**src/rtl/io_status_pkg.sv**
```systemverilog
package io_status_pkg;

  // ----------------------------------------------------------------
  // Word and field widths
  // ----------------------------------------------------------------
  localparam int P_WIDTH       = 18;
  localparam int FUNC_WIDTH    = 6;
  localparam int SUBF_WIDTH    = 6;
  localparam int CHAN_SEL_W    = 4;
  localparam int NUM_CHANNELS  = 16;
  localparam int GROUP_SEL_W   = 2;
  localparam int NUM_GROUPS    = 4;
  localparam int CHAN_PER_GRP  = 4;
  localparam int SLOT_W        = 4;

  // ----------------------------------------------------------------
  // Function codes (major 50, minor octal)
  // ----------------------------------------------------------------
  localparam logic [FUNC_WIDTH-1:0] MAJOR_IO_STATUS = 6'h28;
  localparam logic [SUBF_WIDTH-1:0] SUB_SET_RESUME  = 6'h10;
  localparam logic [SUBF_WIDTH-1:0] SUB_SKIP_INPUT  = 6'h11;
  localparam logic [SUBF_WIDTH-1:0] SUB_SKIP_OUTPUT = 6'h12;
  localparam logic [SUBF_WIDTH-1:0] SUB_SKIP_FUNC   = 6'h13;
  localparam logic [SUBF_WIDTH-1:0] SUB_SKIP_NORES  = 6'h2f;

  // ----------------------------------------------------------------
  // Time slots: index = 4*(major-1) + (phase-1), one clock each
  // ----------------------------------------------------------------
  localparam logic [SLOT_W-1:0] SLOT_T1_1 = 4'h0;
  localparam logic [SLOT_W-1:0] SLOT_T1_3 = 4'h2;
  localparam logic [SLOT_W-1:0] SLOT_T1_4 = 4'h3;
  localparam logic [SLOT_W-1:0] SLOT_T2_1 = 4'h4;
  localparam logic [SLOT_W-1:0] SLOT_T2_2 = 4'h5;
  localparam logic [SLOT_W-1:0] SLOT_T2_3 = 4'h6;
  localparam logic [SLOT_W-1:0] SLOT_T2_4 = 4'h7;
  localparam logic [SLOT_W-1:0] SLOT_T3_1 = 4'h8;
  localparam logic [SLOT_W-1:0] SLOT_T3_2 = 4'h9;
  localparam logic [SLOT_W-1:0] SLOT_T3_3 = 4'ha;
  localparam logic [SLOT_W-1:0] SLOT_T3_4 = 4'hb;
  localparam logic [SLOT_W-1:0] SLOT_T4_2 = 4'hd;
  localparam logic [SLOT_W-1:0] SLOT_T4_3 = 4'he;
  localparam logic [SLOT_W-1:0] SLOT_T4_4 = 4'hf;

  // ----------------------------------------------------------------
  // Resume-fault time limit
  // ----------------------------------------------------------------
  localparam int RESUME_LIMIT_US     = 10;
  localparam int CLK_MHZ             = 100;
  localparam int RESUME_LIMIT_CYCLES = RESUME_LIMIT_US * CLK_MHZ;
  localparam int RES_CNT_W           = 11;

  // ----------------------------------------------------------------
  // Reset values and the all-ones X load for decrement
  // ----------------------------------------------------------------
  localparam logic [P_WIDTH-1:0] P_RESET      = 18'h00000;
  localparam logic [P_WIDTH-1:0] ALL_ONES     = 18'h3ffff;
  localparam logic [NUM_GROUPS-1:0] RES_RESET = 4'hf;

endpackage

```
**src/rtl/io_status_skip_resume_exec.sv**
```systemverilog
`timescale 1ns/1ns

module io_status_skip_resume_exec
  import io_status_pkg::*;
(
  // Clock and reset
  input  wire logic                    sys_clk_i,
  input  wire logic                    sys_rst_i,
  // Sequence control
  input  wire logic                    seq_start_i,
  input  wire logic                    decrement_p_i,
  input  wire logic [FUNC_WIDTH-1:0]   instr_func_i,
  input  wire logic [SUBF_WIDTH-1:0]   instr_subf_i,
  input  wire logic [CHAN_SEL_W-1:0]   instr_chan_i,
  // Channel status pins
  input  wire logic [NUM_CHANNELS-1:0] input_buffer_active_i,
  input  wire logic [NUM_CHANNELS-1:0] output_buffer_active_i,
  input  wire logic [NUM_CHANNELS-1:0] function_buffer_active_i,
  input  wire logic [NUM_CHANNELS-1:0] ack_sending_i,
  input  wire logic [NUM_CHANNELS-1:0] word_sent_i,
  input  wire logic [NUM_CHANNELS-1:0] output_request_i,
  input  wire logic                    intercomputer_mode_i,
  // Results
  output logic [P_WIDTH-1:0]           p_o,
  output logic [P_WIDTH-1:0]           memory_address_o,
  output logic                         memory_start_o,
  output logic                         seq_busy_o,
  output logic [NUM_GROUPS-1:0]        output_available_o,
  output logic [NUM_GROUPS-1:0]        resume_o,
  output logic                         resume_fault_o
);

  // ----------------------------------------------------------------
  // Pin synchronisers
  // ----------------------------------------------------------------
  logic [NUM_CHANNELS-1:0] ia_s1, ia_s2, oa_s1, oa_s2, fa_s1, fa_s2;
  logic [NUM_CHANNELS-1:0] ak_s1, ak_s2, ws_s1, ws_s2, rq_s1, rq_s2;
  logic                    ic_s1, ic_s2;

  always_ff @(posedge sys_clk_i) begin
    ia_s1 <= input_buffer_active_i;
    ia_s2 <= ia_s1;
    oa_s1 <= output_buffer_active_i;
    oa_s2 <= oa_s1;
    fa_s1 <= function_buffer_active_i;
    fa_s2 <= fa_s1;
    ak_s1 <= ack_sending_i;
    ak_s2 <= ak_s1;
    ws_s1 <= word_sent_i;
    ws_s2 <= ws_s1;
    rq_s1 <= output_request_i;
    rq_s2 <= rq_s1;
    ic_s1 <= intercomputer_mode_i;
    ic_s2 <= ic_s1;
  end

  // ----------------------------------------------------------------
  // Helpers
  // ----------------------------------------------------------------
  function automatic logic [NUM_GROUPS-1:0] group_or
    (input logic [NUM_CHANNELS-1:0] v);
    logic [NUM_GROUPS-1:0] r;
    r = '0;
    for (int g = 0; g < NUM_GROUPS; g++) begin
      r[g] = |v[g*CHAN_PER_GRP +: CHAN_PER_GRP];
    end
    return r;
  endfunction

  function automatic logic [GROUP_SEL_W-1:0] group_of
    (input logic [CHAN_SEL_W-1:0] ch);
    return ch[CHAN_SEL_W-1 -: GROUP_SEL_W];
  endfunction

  // ----------------------------------------------------------------
  // Sequencer: sixteen slots, T1.1 through T4.4
  // ----------------------------------------------------------------
  typedef enum logic [1:0] {IDLE, RUN} seq_state_t;
  seq_state_t              state_reg;
  logic [SLOT_W-1:0]       slot_reg;
  logic                    decr_reg;

  always_ff @(posedge sys_clk_i) begin
    if (sys_rst_i) begin
      state_reg <= IDLE;
      slot_reg  <= SLOT_T1_1;
      decr_reg  <= 1'b0;
    end else begin
      unique case (state_reg)
        IDLE: begin
          if (seq_start_i) begin
            state_reg <= RUN;
            slot_reg  <= SLOT_T1_1;
            decr_reg  <= decrement_p_i;
          end
        end
        RUN: begin
          slot_reg <= slot_reg + 4'h1;
          if (slot_reg == SLOT_T4_4) begin
            state_reg <= IDLE;
          end
        end
      endcase
    end
  end

  logic running;
  assign running    = (state_reg == RUN);
  assign seq_busy_o = running;

  // ----------------------------------------------------------------
  // Instruction latch and translator
  // ----------------------------------------------------------------
  logic [FUNC_WIDTH-1:0] func_reg;
  logic [SUBF_WIDTH-1:0] subf_reg;
  logic [CHAN_SEL_W-1:0] channel_field_reg;
  logic                  function_latched_flag;
  logic                  trans_valid_reg;
  logic [SUBF_WIDTH-1:0] trans_subf_reg;
  logic [CHAN_SEL_W-1:0] trans_chan_reg;

  always_ff @(posedge sys_clk_i) begin
    if (sys_rst_i) begin
      func_reg              <= '0;
      subf_reg              <= '0;
      channel_field_reg     <= '0;
      function_latched_flag <= 1'b0;
      trans_valid_reg       <= 1'b0;
      trans_subf_reg        <= '0;
      trans_chan_reg        <= '0;
    end else if (running) begin
      if (slot_reg == SLOT_T1_3) begin
        func_reg              <= '0;
        function_latched_flag <= 1'b0;
      end
      if (slot_reg == SLOT_T2_4) begin
        func_reg              <= instr_func_i;
        subf_reg              <= instr_subf_i;
        channel_field_reg     <= instr_chan_i;
        function_latched_flag <= 1'b1;
      end
      if (slot_reg == SLOT_T3_1) begin
        trans_valid_reg <= 1'b0;
        trans_subf_reg  <= '0;
        trans_chan_reg  <= '0;
      end
      if (slot_reg == SLOT_T3_2 && function_latched_flag) begin
        trans_valid_reg <= (func_reg == MAJOR_IO_STATUS);
        trans_subf_reg  <= subf_reg;
        trans_chan_reg  <= channel_field_reg;
      end
    end else begin
      trans_valid_reg <= 1'b0;
    end
  end

  logic is_skip, is_setres;
  assign is_skip   = trans_valid_reg && !decr_reg &&
                     (trans_subf_reg == SUB_SKIP_INPUT  ||
                      trans_subf_reg == SUB_SKIP_OUTPUT ||
                      trans_subf_reg == SUB_SKIP_FUNC   ||
                      trans_subf_reg == SUB_SKIP_NORES);
  assign is_setres = trans_valid_reg && !decr_reg &&
                     (trans_subf_reg == SUB_SET_RESUME);

  // ----------------------------------------------------------------
  // Resume flags and output availability
  // ----------------------------------------------------------------
  logic [NUM_GROUPS-1:0] resume_reg;
  logic [NUM_GROUPS-1:0] ack_grp, sent_grp, req_grp, force_grp;
  logic [NUM_GROUPS-1:0] avail;

  assign ack_grp  = group_or(ak_s2);
  assign sent_grp = group_or(ws_s2);
  assign req_grp  = group_or(rq_s2);
  assign avail    = resume_reg & ~ack_grp;

  always_comb begin
    force_grp = '0;
    if (running && is_setres && slot_reg == SLOT_T4_2) begin
      force_grp[group_of(trans_chan_reg)] = 1'b1;
    end
  end

  // Set wins over the word-sent clear when both land in one cycle
  always_ff @(posedge sys_clk_i) begin
    if (sys_rst_i) begin
      resume_reg <= RES_RESET;
    end else if (ic_s2) begin
      resume_reg <= (resume_reg & ~sent_grp) | req_grp | force_grp;
    end else begin
      resume_reg <= resume_reg | ack_grp | force_grp;
    end
  end

  assign resume_o           = resume_reg;
  assign output_available_o = avail;

  // ----------------------------------------------------------------
  // Resume-fault timers, intercomputer mode only
  // ----------------------------------------------------------------
  logic [RES_CNT_W-1:0] res_cnt_reg [NUM_GROUPS];
  logic                 fault_reg;
  logic                 fault_next;

  always_comb begin
    fault_next = 1'b0;
    for (int g = 0; g < NUM_GROUPS; g++) begin
      if (res_cnt_reg[g] == RES_CNT_W'(RESUME_LIMIT_CYCLES)) begin
        fault_next = 1'b1;
      end
    end
  end

  always_ff @(posedge sys_clk_i) begin
    if (sys_rst_i) begin
      for (int g = 0; g < NUM_GROUPS; g++) begin
        res_cnt_reg[g] <= '0;
      end
      fault_reg <= 1'b0;
    end else begin
      for (int g = 0; g < NUM_GROUPS; g++) begin
        if (!ic_s2 || resume_reg[g]) begin
          res_cnt_reg[g] <= '0;
        end else if (res_cnt_reg[g] !=
                     RES_CNT_W'(RESUME_LIMIT_CYCLES)) begin
          res_cnt_reg[g] <= res_cnt_reg[g] + 1'b1;
        end
      end
      // Level stays up until the flag is set again, by software or by an output request
      fault_reg <= fault_next;
    end
  end

  assign resume_fault_o = fault_reg;

  // ----------------------------------------------------------------
  // Skip condition
  // ----------------------------------------------------------------
  logic skip_ok;

  always_comb begin
    skip_ok = 1'b0;
    unique case (trans_subf_reg)
      SUB_SKIP_INPUT:  skip_ok = !ia_s2[trans_chan_reg];
      SUB_SKIP_OUTPUT: skip_ok = !oa_s2[trans_chan_reg];
      SUB_SKIP_FUNC:   skip_ok = !fa_s2[trans_chan_reg];
      SUB_SKIP_NORES:  skip_ok = !avail[group_of(trans_chan_reg)];
      default:         skip_ok = 1'b0;
    endcase
  end

  // ----------------------------------------------------------------
  // Datapath: P, D, X, adder with end-around borrow
  // ----------------------------------------------------------------
  logic [P_WIDTH-1:0] p_reg, d_reg, x_reg, memory_address_reg;
  logic               incr_flag, advance_sub_flag;
  logic               borrow_inhibit_flag, end_around_borrow;
  logic               mem_start_reg;
  logic [P_WIDTH-1:0] adder;

  // Ones-complement X - D': inhibit forces +1, inserted borrow gives -1
  always_comb begin
    adder = x_reg - ~d_reg;
    if (end_around_borrow) begin
      adder = adder - 18'h00001;
    end else if (borrow_inhibit_flag) begin
      adder = d_reg + 18'h00001;
    end
  end

  always_ff @(posedge sys_clk_i) begin
    if (sys_rst_i) begin
      memory_address_reg <= '0;
      mem_start_reg      <= 1'b0;
      incr_flag          <= 1'b0;
    end else begin
      mem_start_reg <= 1'b0;
      if (running && slot_reg == SLOT_T4_4) begin
        memory_address_reg <= '0;
      end
      if (running && slot_reg == SLOT_T1_1) begin
        memory_address_reg <= p_reg;
        mem_start_reg      <= 1'b1;
        incr_flag          <= !decr_reg;
      end
      if (running && slot_reg == SLOT_T2_1) begin
        incr_flag <= 1'b0;
      end
    end
  end

  always_ff @(posedge sys_clk_i) begin
    if (sys_rst_i) begin
      p_reg               <= P_RESET;
      d_reg               <= '0;
      x_reg               <= '0;
      advance_sub_flag    <= 1'b0;
      borrow_inhibit_flag <= 1'b0;
      end_around_borrow   <= 1'b0;
    end else if (running) begin
      unique case (slot_reg)
        SLOT_T1_3: begin
          d_reg            <= '0;
          x_reg            <= decr_reg ? ALL_ONES : '0;
          advance_sub_flag <= 1'b1;
        end
        SLOT_T1_4: begin
          d_reg               <= p_reg;
          borrow_inhibit_flag <= incr_flag;
          end_around_borrow   <= decr_reg;
        end
        SLOT_T2_2: begin
          if (advance_sub_flag) p_reg <= adder;
        end
        SLOT_T2_3: begin
          advance_sub_flag    <= 1'b0;
          borrow_inhibit_flag <= 1'b0;
          end_around_borrow   <= 1'b0;
        end
        SLOT_T3_3: begin
          if (is_skip) begin
            d_reg <= '0;
            x_reg <= '0;
          end
        end
        SLOT_T3_4: begin
          if (is_skip) begin
            d_reg               <= p_reg;
            borrow_inhibit_flag <= 1'b1;
          end
        end
        SLOT_T4_2: begin
          if (is_skip && skip_ok) begin
            p_reg <= adder;
          end
        end
        SLOT_T4_3: begin
          borrow_inhibit_flag <= 1'b0;
        end
        default: begin
        end
      endcase
    end
  end

  assign p_o              = p_reg;
  assign memory_address_o = memory_address_reg;
  assign memory_start_o   = mem_start_reg;

endmodule

```
**config.mk**
```make
export PLATFORM = sky130hd
export DESIGN_NAME = io_status_skip_resume_exec
export DESIGN_NICKNAME = d
export VERILOG_FILES = /design/src/rtl/io_status_pkg.sv /design/src/rtl/io_status_skip_resume_exec.sv
export SDC_FILE = /design/constraint.sdc
export NUM_CORES = 1
export LEC_CHECK = 0
export BUFFER_PORTS_ARGS = -buffer_cell sky130_fd_sc_hd__buf_4
export CAP_MARGIN = 20
export CORE_ASPECT_RATIO = 0.8
export CORE_MARGIN = 2
export CORE_UTILIZATION = 51
export DETAILED_ROUTE_END_ITERATION = 16
export PLACE_DENSITY = 0.86
export RECOVER_POWER = 25
export SLEW_MARGIN = 20
export SYNTH_ARGS = -nofsm -noshare
export SYNTH_HDL_FRONTEND = slang
export SYNTH_SLANG_ARGS = --single-unit
```
**constraint.sdc**
```tcl
create_clock -name sys_clk_i -period 3.8 [get_ports sys_clk_i]
set_input_delay 0.19 -clock sys_clk_i [delete_from_list [all_inputs] [get_ports sys_clk_i]]
set_output_delay 0.19 -clock sys_clk_i [all_outputs]
set_load 0.01 [all_outputs]
```
### Word level (Yosys, flattened, before mapping)

Memory sizes are Yosys's and may differ from the RTL's.
Index checks and enable logic that the tools add are counted.

* equality and inequality tests: 34
* bitwise operators: 18
* reductions and logical operators: 61
* muxes and demuxes: 87
* add/sub/neg operators: 8
* $lt $le $gt $ge: 3

Operators with widths (count)
* 18-bit 2-to-1 mux: 9
* 11-bit 2-to-1 mux: 8
* 18-bit case mux with 2 select lines: 2
* 18-bit case mux with 4 select lines: 1
* 4-bit OR reduction: 12
* 1-bit 2-to-1 mux: 45
* 11-bit by 1-bit adder with 11-bit output (second input constant): 4
* 11-bit by 10-bit == test with 1-bit output (second input constant): 4
* 11-bit by 10-bit != test with 1-bit output (second input constant): 4
* 4-bit == test (second input constant): 7
* 6-bit by 5-bit == test with 1-bit output (second input constant): 4
* 6-bit 2-to-1 mux: 4
* 4-bit 2-to-1 mux: 5
* 18-bit by 1-bit adder with 18-bit output (second input constant): 1
* 18-bit inverter: 1
* 18-bit by 1-bit subtractor with 18-bit output (second input constant): 1
* 18-bit subtractor: 1
* 4-bit by 3-bit == test with 1-bit output (second input constant): 4
* 4-bit bitwise OR: 4
* 2-bit AND reduction: 7
* 2-bit nonzero test: 7
* 1-bit binary-select mux with 4-bit select: 3
* 6-bit == test (second input constant): 2
* 1-bit logical AND: 11
* other kinds (29): 60

* bits of input ports: 117
* memories kept: 1
* output and inout port bits: 47
* logic and storage cells: 247
* bits in writable memories: 44
* bits in registers: 311

Memories
* res_cnt_reg: words 4, width 11, rd ports 4, clocked after memory_dff 0, wr ports 4, RTL line io_status_skip_resume_exec.sv:202 `logic [RES_CNT_W-1:0] res_cnt_reg [NUM_GROUPS];`

### Depth between registers and ports, before layout

Gate-level depths: netlist of run 1.

* depth after elaboration: 10
* depth in mapped cells: 13

### Worst setup path after synthesis of run 1

No wires, ideal clock.

* path kind: register to register
* start point: reg x_reg[16]
* end point: reg p_reg[16], in the netlist p_o[16]
* arrival time: 3.521 ns
* slack: 0.221 ns
* path buffers: 0
* stages on the path, launching flop included: 14
* required time: 3.741 ns
* library setup time: 0.059 ns
* cell sequence: dfxtp_1 -> inv_1 -> ha_1 -> inv_1 -> fa_1 -> a211oi_1 -> or3_4 -> and3_1 -> a211o_1 -> or3_4 -> or4_4 -> or3_1 -> a21oi_1 -> o31a_1

* cells in the longest elaborated chain, start to end: 5
* elaborated cells on any way between the ends: 7

Ends and longest elaborated chain
* from (decl): RTL line io_status_skip_resume_exec.sv:256 `logic [P_WIDTH-1:0] p_reg, d_reg, x_reg, memory_address_reg;`
* from (signal assigned): RTL line io_status_skip_resume_exec.sv:305 `x_reg <= decr_reg ? ALL_ONES : '0;`
* 18-bit subtractor *: RTL line io_status_skip_resume_exec.sv:264 `adder = x_reg - ~d_reg;`
* 18-bit by 1-bit subtractor with 18-bit output / 18-bit 2-to-1 mux (equally long branches): RTL line io_status_skip_resume_exec.sv:266, io_status_skip_resume_exec.sv:267
* 18-bit 2-to-1 mux *: RTL line io_status_skip_resume_exec.sv:265 `if (end_around_borrow) begin`
* 18-bit 2-to-1 mux (on tied branches): RTL line io_status_skip_resume_exec.sv:334, io_status_skip_resume_exec.sv:314
* 18-bit case mux with 2 select lines *: RTL line io_status_skip_resume_exec.sv:302 `unique case (slot_reg)`
* to (signal assigned): RTL line io_status_skip_resume_exec.sv:314 `if (advance_sub_flag) p_reg <= adder;`
* to (signal assigned): RTL line io_status_skip_resume_exec.sv:335 `p_reg <= adder;`
* to (decl): RTL line io_status_skip_resume_exec.sv:256

Mark *: on every way between the ends. The rest lies on a longest branch, timed or not. The select of a mux whose other input is x is not followed.
A chain may end at the register's enable or synchronous reset.

### Final worst setup path of run 1

Same ends and word-level chain as after synthesis.

==> results.py, run 1 <==
metrics = {
    "outcome": {
        "status": "finished, final reports clean",
    },
    "global_route": {
        "grt_pass1_wl_um": 54900,
        "grt_use_total_pct": 28.0,
        "grt_pass1_vias": 9764,
        "antenna_found_initial": 3,
        "grt_overflow": 0,
        "grt_max_degree": 84,
    },
    "yosys": {
        "synthFlopType": "dfxtp_1",
        "avgSynthCellArea_um2": 10.7,
        "synth_warnings": 0,
        "yosys.area_share.simple_pct": 16.0,
        "syn_inst": 1158,
        "synthMuxAreaShare_pct": 3.47,
        "synthAdderAreaFrac_pct": 3.30,
        "synth_compound_area_share_pct": 11.9,
        "ys_seq_elements": 337,
        "async_flop_share_pct": 0,
        "syn-num-nets": 1307,
        "synth_area_um2": 12400,
        "seq_area_frac_synth_pct": 58.1,
        "synth_top_family_by_area": "simple AND/OR/NAND/NOR gates",
        "synth_edf_count": 44,
        "synth_cell_types": 70,
        "yosys.area_share.xor_xnor_pct": 4.81,
    },
    "cells_and_area": {
        "nets": 1585,
        "multiInputGateArea_um2": 4900,
        "drive_above_1_share_pct": 16.6,
        "stdcell_area_um2": 16100,
        "stdcell_count": 1771,
        "final_cell_mix": "dfxtp_1 (292), nor2_1 (146), dlygate4sd3_1 (116), buf_4 (89), nand2_1 (85)",
        "final_common_cell": "dfxtp_1",
        "largest_reg_flops": 44,
        "fill_cells": 1603,
        "syn_to_final_growth_pct": 30.0,
        "register_area_um2": 7190,
    },
    "clock_tree": {
        "clock_latency_ns": 0.60,
        "cts_root_buf": "clkbuf_16",
        "numCtsBuffers": 30,
        "cts_max_level": 1,
        "cts.sinks": 337,
        "tritoncts": "yes",
        "clk_pin_slew_ns": 0.07,
        "clk_path_buf_depth": 3,
    },
    "timing": {
        "slew_viol_final": 0,
        "fmaxAchievable_ghz": 0.282,
        "hold_viol": 0,
        "relSlewSlack_pct": 38.1,
        "fin_skew_ns": 0.0567,
        "tns_ns": 0,
        "whs_ns": 0.241,
        "period_minus_slack_ns": 3.54,
        "setup_viol": 0,
        "worst_pin_slew_ns": 0.922,
        "rsz0062_at_grt": "false",
        "min_period_over_period_pct": 93.2,
    },
    "power": {
        "p_int_mw": 5.77,
        "p_switching_mw": 1.63,
        "worst_ir_drop_vdd_uv": 409,
        "switching_share_pct": 22.0,
        "power_frac_clock_pct": 44.9,
        "totalPowerFinal_mw": 7.39,
        "p_seq_share_pct": 50.9,
        "comb_power_share_pct": 4.2,
        "p_leak_nw": 6.37,
        "power_density_nw_per_um2": 460,
    },
    "setup_path": {
        "reg2reg_depth": 11,
        "cpLargestDelayFamily": "simple AND/OR/NAND/NOR gates",
        "r2r_slack_ns": 0.26,
        "startpoint": "x_reg[16]$_SDFFE_PP0P_",
        "crit_path_start_kind": "register",
        "slowest_delay_ns": 0.45,
        "path_max_fanout": 15,
        "r2r_end": "p_o[16]$_SDFFE_PP0P_",
        "worstSetupEndpointType": "register",
        "critPathBufInv": 1,
        "cpMostUsedCell": "or3_4",
        "crit_path_end": "p_o[16]$_SDFFE_PP0P_",
        "crit_type": "reg -> reg",
        "r2r_start": "x_reg[16]$_SDFFE_PP0P_",
        "critical_path_arrival_ns": 4.04,
        "critPathSlowestCell": "ha_1",
        "worst-path-stages": 11,
        "cp.required_ns": 4.30,
        "crit_path_cell_trace": "buf_6 -> ha_1 -> o211ai_2 -> or3_4 -> and3_1 -> a211o_1 -> or3_4 -> or4_4 -> or3_1 -> a21oi_1 -> o31a_1",
    },
    "placed_design": {
        "place.port_buffers": 163,
        "numPlacedInstances": 1600,
        "hpwlAfterDp_um": 19700,
        "dpl_cell_area_um2": 13900,
        "gp_congestion": 0.891,
    },
    "routing": {
        "routed_via_density": 5.64,
        "drt_iter0_drc": 844,
        "wl_per_cell_um": 20.1,
        "antenna_left": 0,
        "vias": 9993,
        "routed_wl_um": 35600,
        "drc": 0,
        "drtPass1Iterations": 5,
    },
    "hold_path": {
        "hold_path_depth": 2,
        "hold_path_class": "in -> reg",
    },
    "floorplan": {
        "die_x_um": 178,
        "design.core.area_um2": 23600,
        "pin_count": 164,
        "rows": 50,
        "die_y_um": 143,
        "initial_core_util_pct": 52.5,
        "die_area_um2": 25500,
    },
    "flow_run": {
        "max_cap_viol_count": 0,
    },
}
[final cells by class]
cell class                 instances  area share, %
sequential                       337           44.7
tap                              312           2.43
multi-input combinational        746           30.5
inverter                          26          0.607
timing repair buffer             295           15.1
clock buffer                      38           5.30
antenna                            2         0.0311
clock inverter                    15           1.35
[routing by layer]
layer,up-vias,global-route usage [%],wire [um]
li1,4684,-,-
met1,4719,35.1,14300
met2,472,47.4,16900
met3,116,5.08,2750
met4,2,12.3,1730
met5,-,0,13
[metrics by stage]
stage / util [%] / setup slack, ns
after floorplan: - / 0.221
after global placement: 59.0 / 0.249
after detailed placement: 59.0 / 0.169
after CTS: 68.4 / 0.164
after global routing: 68.2 / 0.0539
final: 68.2 / 0.258
[how the worst min path moves through the flow]
stage,start,end,slack (ns)
2_1_floorplan,ack_sending_i[0],ak_s1[0]$_DFF_P_,0.22
3_3_place_gp,output_request_i[3],rq_s1[3]$_DFF_P_,0.30
3_5_place_dp,output_buffer_active_i[13],oa_s1[13]$_DFF_P_,0.30
4_1_cts,sys_rst_i,resume_fault_o$_SDFF_PP0_,0.22
5_1_grt,output_buffer_active_i[11],oa_s1[11]$_DFF_P_,0.25
6_report,sys_rst_i,slot_reg[1]$_SDFFE_PP0P_,0.24
[worst reg2reg max path, delay by kind of cell, from the launching register on]
| kind | cells | cell delay [ns] |
|---|---|---|
| flops | 1 | 0.36 |
| buf+inv | 1 | 0.17 |
| compound gates | 4 | 0.74 |
| fa+ha+maj | 1 | 0.45 |
| simple gates | 5 | 1.76 |
[kinds of logic after synthesis]
kind of cell / Yosys count
flops: 337
buf+inv: 75
simple gates: 409
fa+ha+maj: 32
mux: 24
xor+xnor: 68
compound gates: 213
[cell usage after synthesis, drive strengths merged, types with 22 or more instances]
cell | n | area (um2)
nor3 | 22 | 110
edfxtp | 44 | 1320
ha | 31 | 388
dfxtp | 293 | 5870
a22oi | 35 | 263
a21oi | 51 | 267
inv | 25 | 93.8
o21ai | 29 | 145
xnor2 | 32 | 280
nand3 | 36 | 180
nand2 | 85 | 319
nor2 | 147 | 552
xor2 | 36 | 315
clkbuf | 37 | 139
[power by group through the flow]
| stage | logic [mW] | clock network [mW] | registers, mW |
|---|---|---|---|
| after CTS | 0.305 | 3.28 | 3.75 |
| after floorplan | 0.0831 | 0 | 3.81 |
| after global placement | 0.202 | 0 | 3.82 |
| final | 0.312 | 3.32 | 3.76 |
| after global routing | 0.331 | 3.48 | 3.77 |
| after detailed placement | 0.207 | 0 | 3.83 |
[repair_timing]
action / 4_1_cts / 5_1_grt
buffers inserted: 0 / 0
setup endpoints to repair: 0 / 3
resized for setup: 0 / 5
hold buffers: 116 / 0
hold endpoints to repair: 116 / 0
Power figures use the tool's default switching activity.
==> run 2, diff against run 1 <==
--- a/config.mk
+++ b/config.mk
@@ -5,11 +5,12 @@
 export SDC_FILE = /design/constraint.sdc
 export NUM_CORES = 1
 export LEC_CHECK = 0
+export ABC_AREA = 1
 export BUFFER_PORTS_ARGS = -buffer_cell sky130_fd_sc_hd__buf_4
 export CAP_MARGIN = 20
 export CORE_ASPECT_RATIO = 0.8
 export CORE_MARGIN = 2
-export CORE_UTILIZATION = 51
+export CORE_UTILIZATION = 52
 export DETAILED_ROUTE_END_ITERATION = 16
 export PLACE_DENSITY = 0.86
 export RECOVER_POWER = 25
==> run 2 against run 1 <==
  * Final cell count rose by 26%
  * Utilization fell by 1.1 points
  * Sequential share of layout area fell by 2.3 points
  * Die area rose by 5.4%
  * First-iteration DRC count rose by 32%
  * Highest routed layer is now met4
  * Flip-flop and latch count did not move
  * Largest cell class unchanged
  * Register-to-register slack improved by 0.52 ns
  * Critical path depth rose by 6
  * Global-route usage fell by 0.60 points
  * Synthesized cell count rose by 39%
==> results.py, run 2 <==
metrics = {
    "cells_and_area": {
        "post-route-util_pct": 67.1,
        "nets": 2032,
        "final_cell_mix": "nand2_1 (342), dfxtp_1 (293), inv_1 (197), nor2_1 (193), dlygate4sd3_1 (115)",
        "antenna_cells": 0,
        "final_common_cell": "nand2_1",
        "drive_above_1_share_pct": 13.8,
        "largest_reg_flops": 44,
        "syn_to_final_growth_pct": 27.2,
        "fill_cells": 1842,
    },
    "outcome": {
        "status": "finished, final reports clean",
    },
    "yosys": {
        "async_flop_share_pct": 0,
        "synth.most_common_cell": "nand2_1",
        "synth_warnings": 0,
        "synth_area_um2": 13300,
        "avgSynthCellArea_um2": 8.28,
        "synth_top_family_by_area": "simple AND/OR/NAND/NOR gates",
        "synthAdderAreaFrac_pct": 3.06,
        "synthMuxAreaShare_pct": 0.0752,
        "seq_area_frac_synth_pct": 54.0,
        "synth_cell_types": 56,
        "synth_compound_area_share_pct": 9.11,
        "synth_top_area_share_pct": 44.1,
        "synth_top_area_cell": "dfxtp_1",
        "syn_inst": 1607,
        "yosys.area_share.simple_pct": 25.0,
        "ys_seq_elements": 337,
        "yosys.area_share.xor_xnor_pct": 1.12,
        "syn-num-nets": 1756,
        "synth_edf_count": 44,
        "synth_common_cells": "nand2_1 (342), dfxtp_1 (293), inv_1 (197)",
        "netlist_top_cells_area": "dfxtp_1 (44%), edfxtp_1 (9.9%), nand2_1 (9.6%), inv_1 (5.6%), nor2_1 (5.4%)",
        "synthFlopType": "dfxtp_1",
    },
    "floorplan": {
        "initial_core_util_pct": 52.7,
        "rows": 52,
        "die_area_um2": 26900,
        "design.core.area_um2": 25200,
        "pin_count": 164,
        "die_x_um": 183,
        "die_y_um": 147,
    },
    "clock_tree": {
        "cts_max_level": 1,
        "cts_root_buf": "clkbuf_16",
        "clk_pin_slew_ns": 0.07,
        "clock_latency_ns": 0.58,
        "tritoncts": "yes",
        "numCtsBuffers": 31,
        "cts.sinks": 337,
        "clk_path_buf_depth": 3,
    },
    "routing": {
        "antenna_left": 0,
        "routed_via_density": 5.33,
        "routed_wl_um": 37600,
        "vias": 11900,
        "wl_per_cell_um": 16.8,
        "drtPass1Iterations": 8,
        "drt_iter0_drc": 1116,
        "drc": 0,
    },
    "hold_path": {
        "hold_path_class": "in -> reg",
        "hold_start": "sys_rst_i",
        "worstHoldEndpoint": "trans_subf_reg[4]$_SDFFE_PP0P_",
        "hold_path_depth": 2,
    },
    "placed_design": {
        "gp_congestion": 0.947,
        "hpwlAfterDp_um": 23700,
        "place.port_buffers": 163,
    },
    "power": {
        "p_switching_mw": 1.66,
        "p_leak_nw": 7.46,
        "power_frac_clock_pct": 43.7,
        "switching_share_pct": 22.8,
        "comb_power_share_pct": 4.7,
        "power_density_nw_per_um2": 430,
        "worst_ir_drop_vdd_uv": 503,
        "p_int_mw": 5.63,
        "p_seq_share_pct": 51.6,
    },
    "global_route": {
        "grt_max_degree": 50,
        "grt_use_total_pct": 27.4,
        "antenna_found_initial": 0,
        "grt_pass1_wl_um": 59100,
        "grt_pass1_vias": 11400,
        "grt_overflow": 0,
    },
    "timing": {
        "worst_pin_slew_ns": 0.984,
        "period_minus_slack_ns": 3.02,
        "fin_skew_ns": 0.0221,
        "hold_viol": 0,
        "relSlewSlack_pct": 34.3,
        "min_period_over_period_pct": 79.4,
        "rsz0062_at_grt": "false",
        "setup_viol": 0,
        "fmaxAchievable_ghz": 0.331,
        "tns_ns": 0,
        "slew_viol_final": 0,
    },
    "setup_path": {
        "critPathBufInv": 2,
        "crit_type": "reg -> reg",
        "crit_path_start_kind": "register",
        "cpLargestDelayFamily": "simple AND/OR/NAND/NOR gates",
        "r2r_end": "p_o[4]$_SDFFE_PP0P_",
        "cpMostUsedCell": "nand2_1",
        "critical_path_arrival_ns": 3.49,
        "slowest_delay_ns": 0.97,
        "crit_path_cell_trace": "inv_4 -> nand2_1 -> nand2_1 -> nand2_1 -> o21ai_0 -> nand2_1 -> nand3_1 -> nor2_1 -> nor2_1 -> nand2_1 -> nand2_1 -> nand2_2 -> nand2_4 -> inv_2 -> nand2_1 -> nand2_1 -> nor2_1",
        "r2r_start": "trans_chan_reg[0]$_SDFFE_PP0P_",
        "cp.required_ns": 4.28,
        "r2r_slack_ns": 0.78,
        "worstSetupEndpointType": "register",
        "path_max_fanout": 26,
        "reg2reg_depth": 17,
        "critPathSlowestCell": "dfxtp_1",
    },
    "flow_run": {
        "max_cap_viol_count": 0,
    },
}
==> run 2: cell types whose count changed in the layout (fill, tap and decap cells not counted), moves of 18 or more <==
| cell | change |
|---|---|
| a21oi_1 | +22 |
| xor2_1 | -25 |
| o21ai_0 | +34 |
| nand2_1 | +257 |
| xnor2_1 | -26 |
| and3_1 | -18 |
| a211oi_1 | -18 |
| o21ai_1 | +19 |
| a22o_1 | -18 |
| inv_1 | +172 |
| a22oi_1 | -35 |
| nand3_1 | +72 |
| o22ai_1 | +18 |
| nor2_1 | +47 |
==> run 2: repair_timing <==
item                                   in CTS  in global routing
hold buffers                              115                  0
gates resized for setup                     0                  0
endpoints found under the hold margin     118                  0
setup buffers                               0                  0
==> run 2: metrics by stage <==
step / hold slack (ns) / total power [mW] / setup slack, ns / cell area [um2] / cells
3_3_place_gp: 0.294 / 4.05 / 1.04 / 14800 / 2059
2_1_floorplan: 0.218 / 3.91 / 1.01 / 13300 / 1607
5_1_grt: 0.131 / 7.49 / 0.489 / 16900 / 2230
3_5_place_dp: 0.296 / 4.06 / 0.912 / 14800 / 2059
6_report: 0.129 / 7.29 / 0.782 / 16900 / 2230
4_1_cts: 0.0877 / 7.27 / 0.884 / 16900 / 2230
==> run 2: routing by layer <==
layer	vias to the layer above	share of wire [%]	track usage, %
met5	-	0	0
met4	0	3.2	8.68
met3	95	7.1	4.04
met2	562	48	47.3
met1	5466	42	35.5
li1	5756	-	-
==> run 2: logic make-up (layout without fill, tap and decap cells) <==
group	count (synthesis)	after routing
and+or+nand+nor	760	760
DFF	337	337
muxes	1	1
buffers and inverters	247	546
AOI/OAI and AO/OA	213	213
xor gates and xnor gates	17	17
adders and majority gates	32	32
==> run 2: cell type report <==
cell class                      count  area (um2)  share of cell area (%)
Sequential cell                   337        7190                    42.4
Multi-Input combinational cell   1023        5110                    30.2
Timing Repair Buffer              286        2420                    14.3
Clock buffer                       36         826                    4.88
Inverter                          204         768                    4.54
Tap cell                          324         405                    2.39
Clock inverter                     20         209                    1.23
==> run 2: worst reg2reg max path, stage by stage, from the launching register on <==
cell and delay [ns]:
dfxtp_1 0.97, inv_4 0.28, nand2_1 0.17, nand2_1 0.10
nand2_1 0.07, o21ai_0 0.11, nand2_1 0.10, nand3_1 0.08
nor2_1 0.09, nor2_1 0.05, nand2_1 0.09, nand2_1 0.07
nand2_2 0.12, nand2_4 0.20, inv_2 0.26, nand2_1 0.08
nand2_1 0.06, nor2_1 0.04
==> run 2: power by group through the flow <==
| stage | Sequential [mW] | Clock, mW | Combinational [mW] |
|---|---|---|---|
| floorplan | 3.82 | 0 | 0.0960 |
| global placement | 3.83 | 0 | 0.226 |
| detailed placement | 3.83 | 0 | 0.232 |
| CTS | 3.76 | 3.18 | 0.331 |
| global route | 3.77 | 3.36 | 0.364 |
| finish | 3.76 | 3.19 | 0.341 |
==> run 2: worst max-delay path by stage <==
stage	slack [ns]	from	cells after the start	to
final	0.78	trans_chan_reg[0]$_SDFFE_PP0P_	17	p_o[4]$_SDFFE_PP0P_
after global routing	0.49	trans_chan_reg[0]$_SDFFE_PP0P_	16	p_o[5]$_SDFFE_PP0P_
after CTS	0.88	x_reg[16]$_SDFFE_PP0P_	17	p_o[12]$_SDFFE_PP0P_
after detailed placement	0.91	x_reg[16]$_SDFFE_PP0P_	16	p_o[12]$_SDFFE_PP0P_
after global placement	1.04	x_reg[16]$_SDFFE_PP0P_	16	p_o[12]$_SDFFE_PP0P_
after floorplan	1.01	x_reg[16]$_SDFFE_PP0P_	15	p_o[12]$_SDFFE_PP0P_
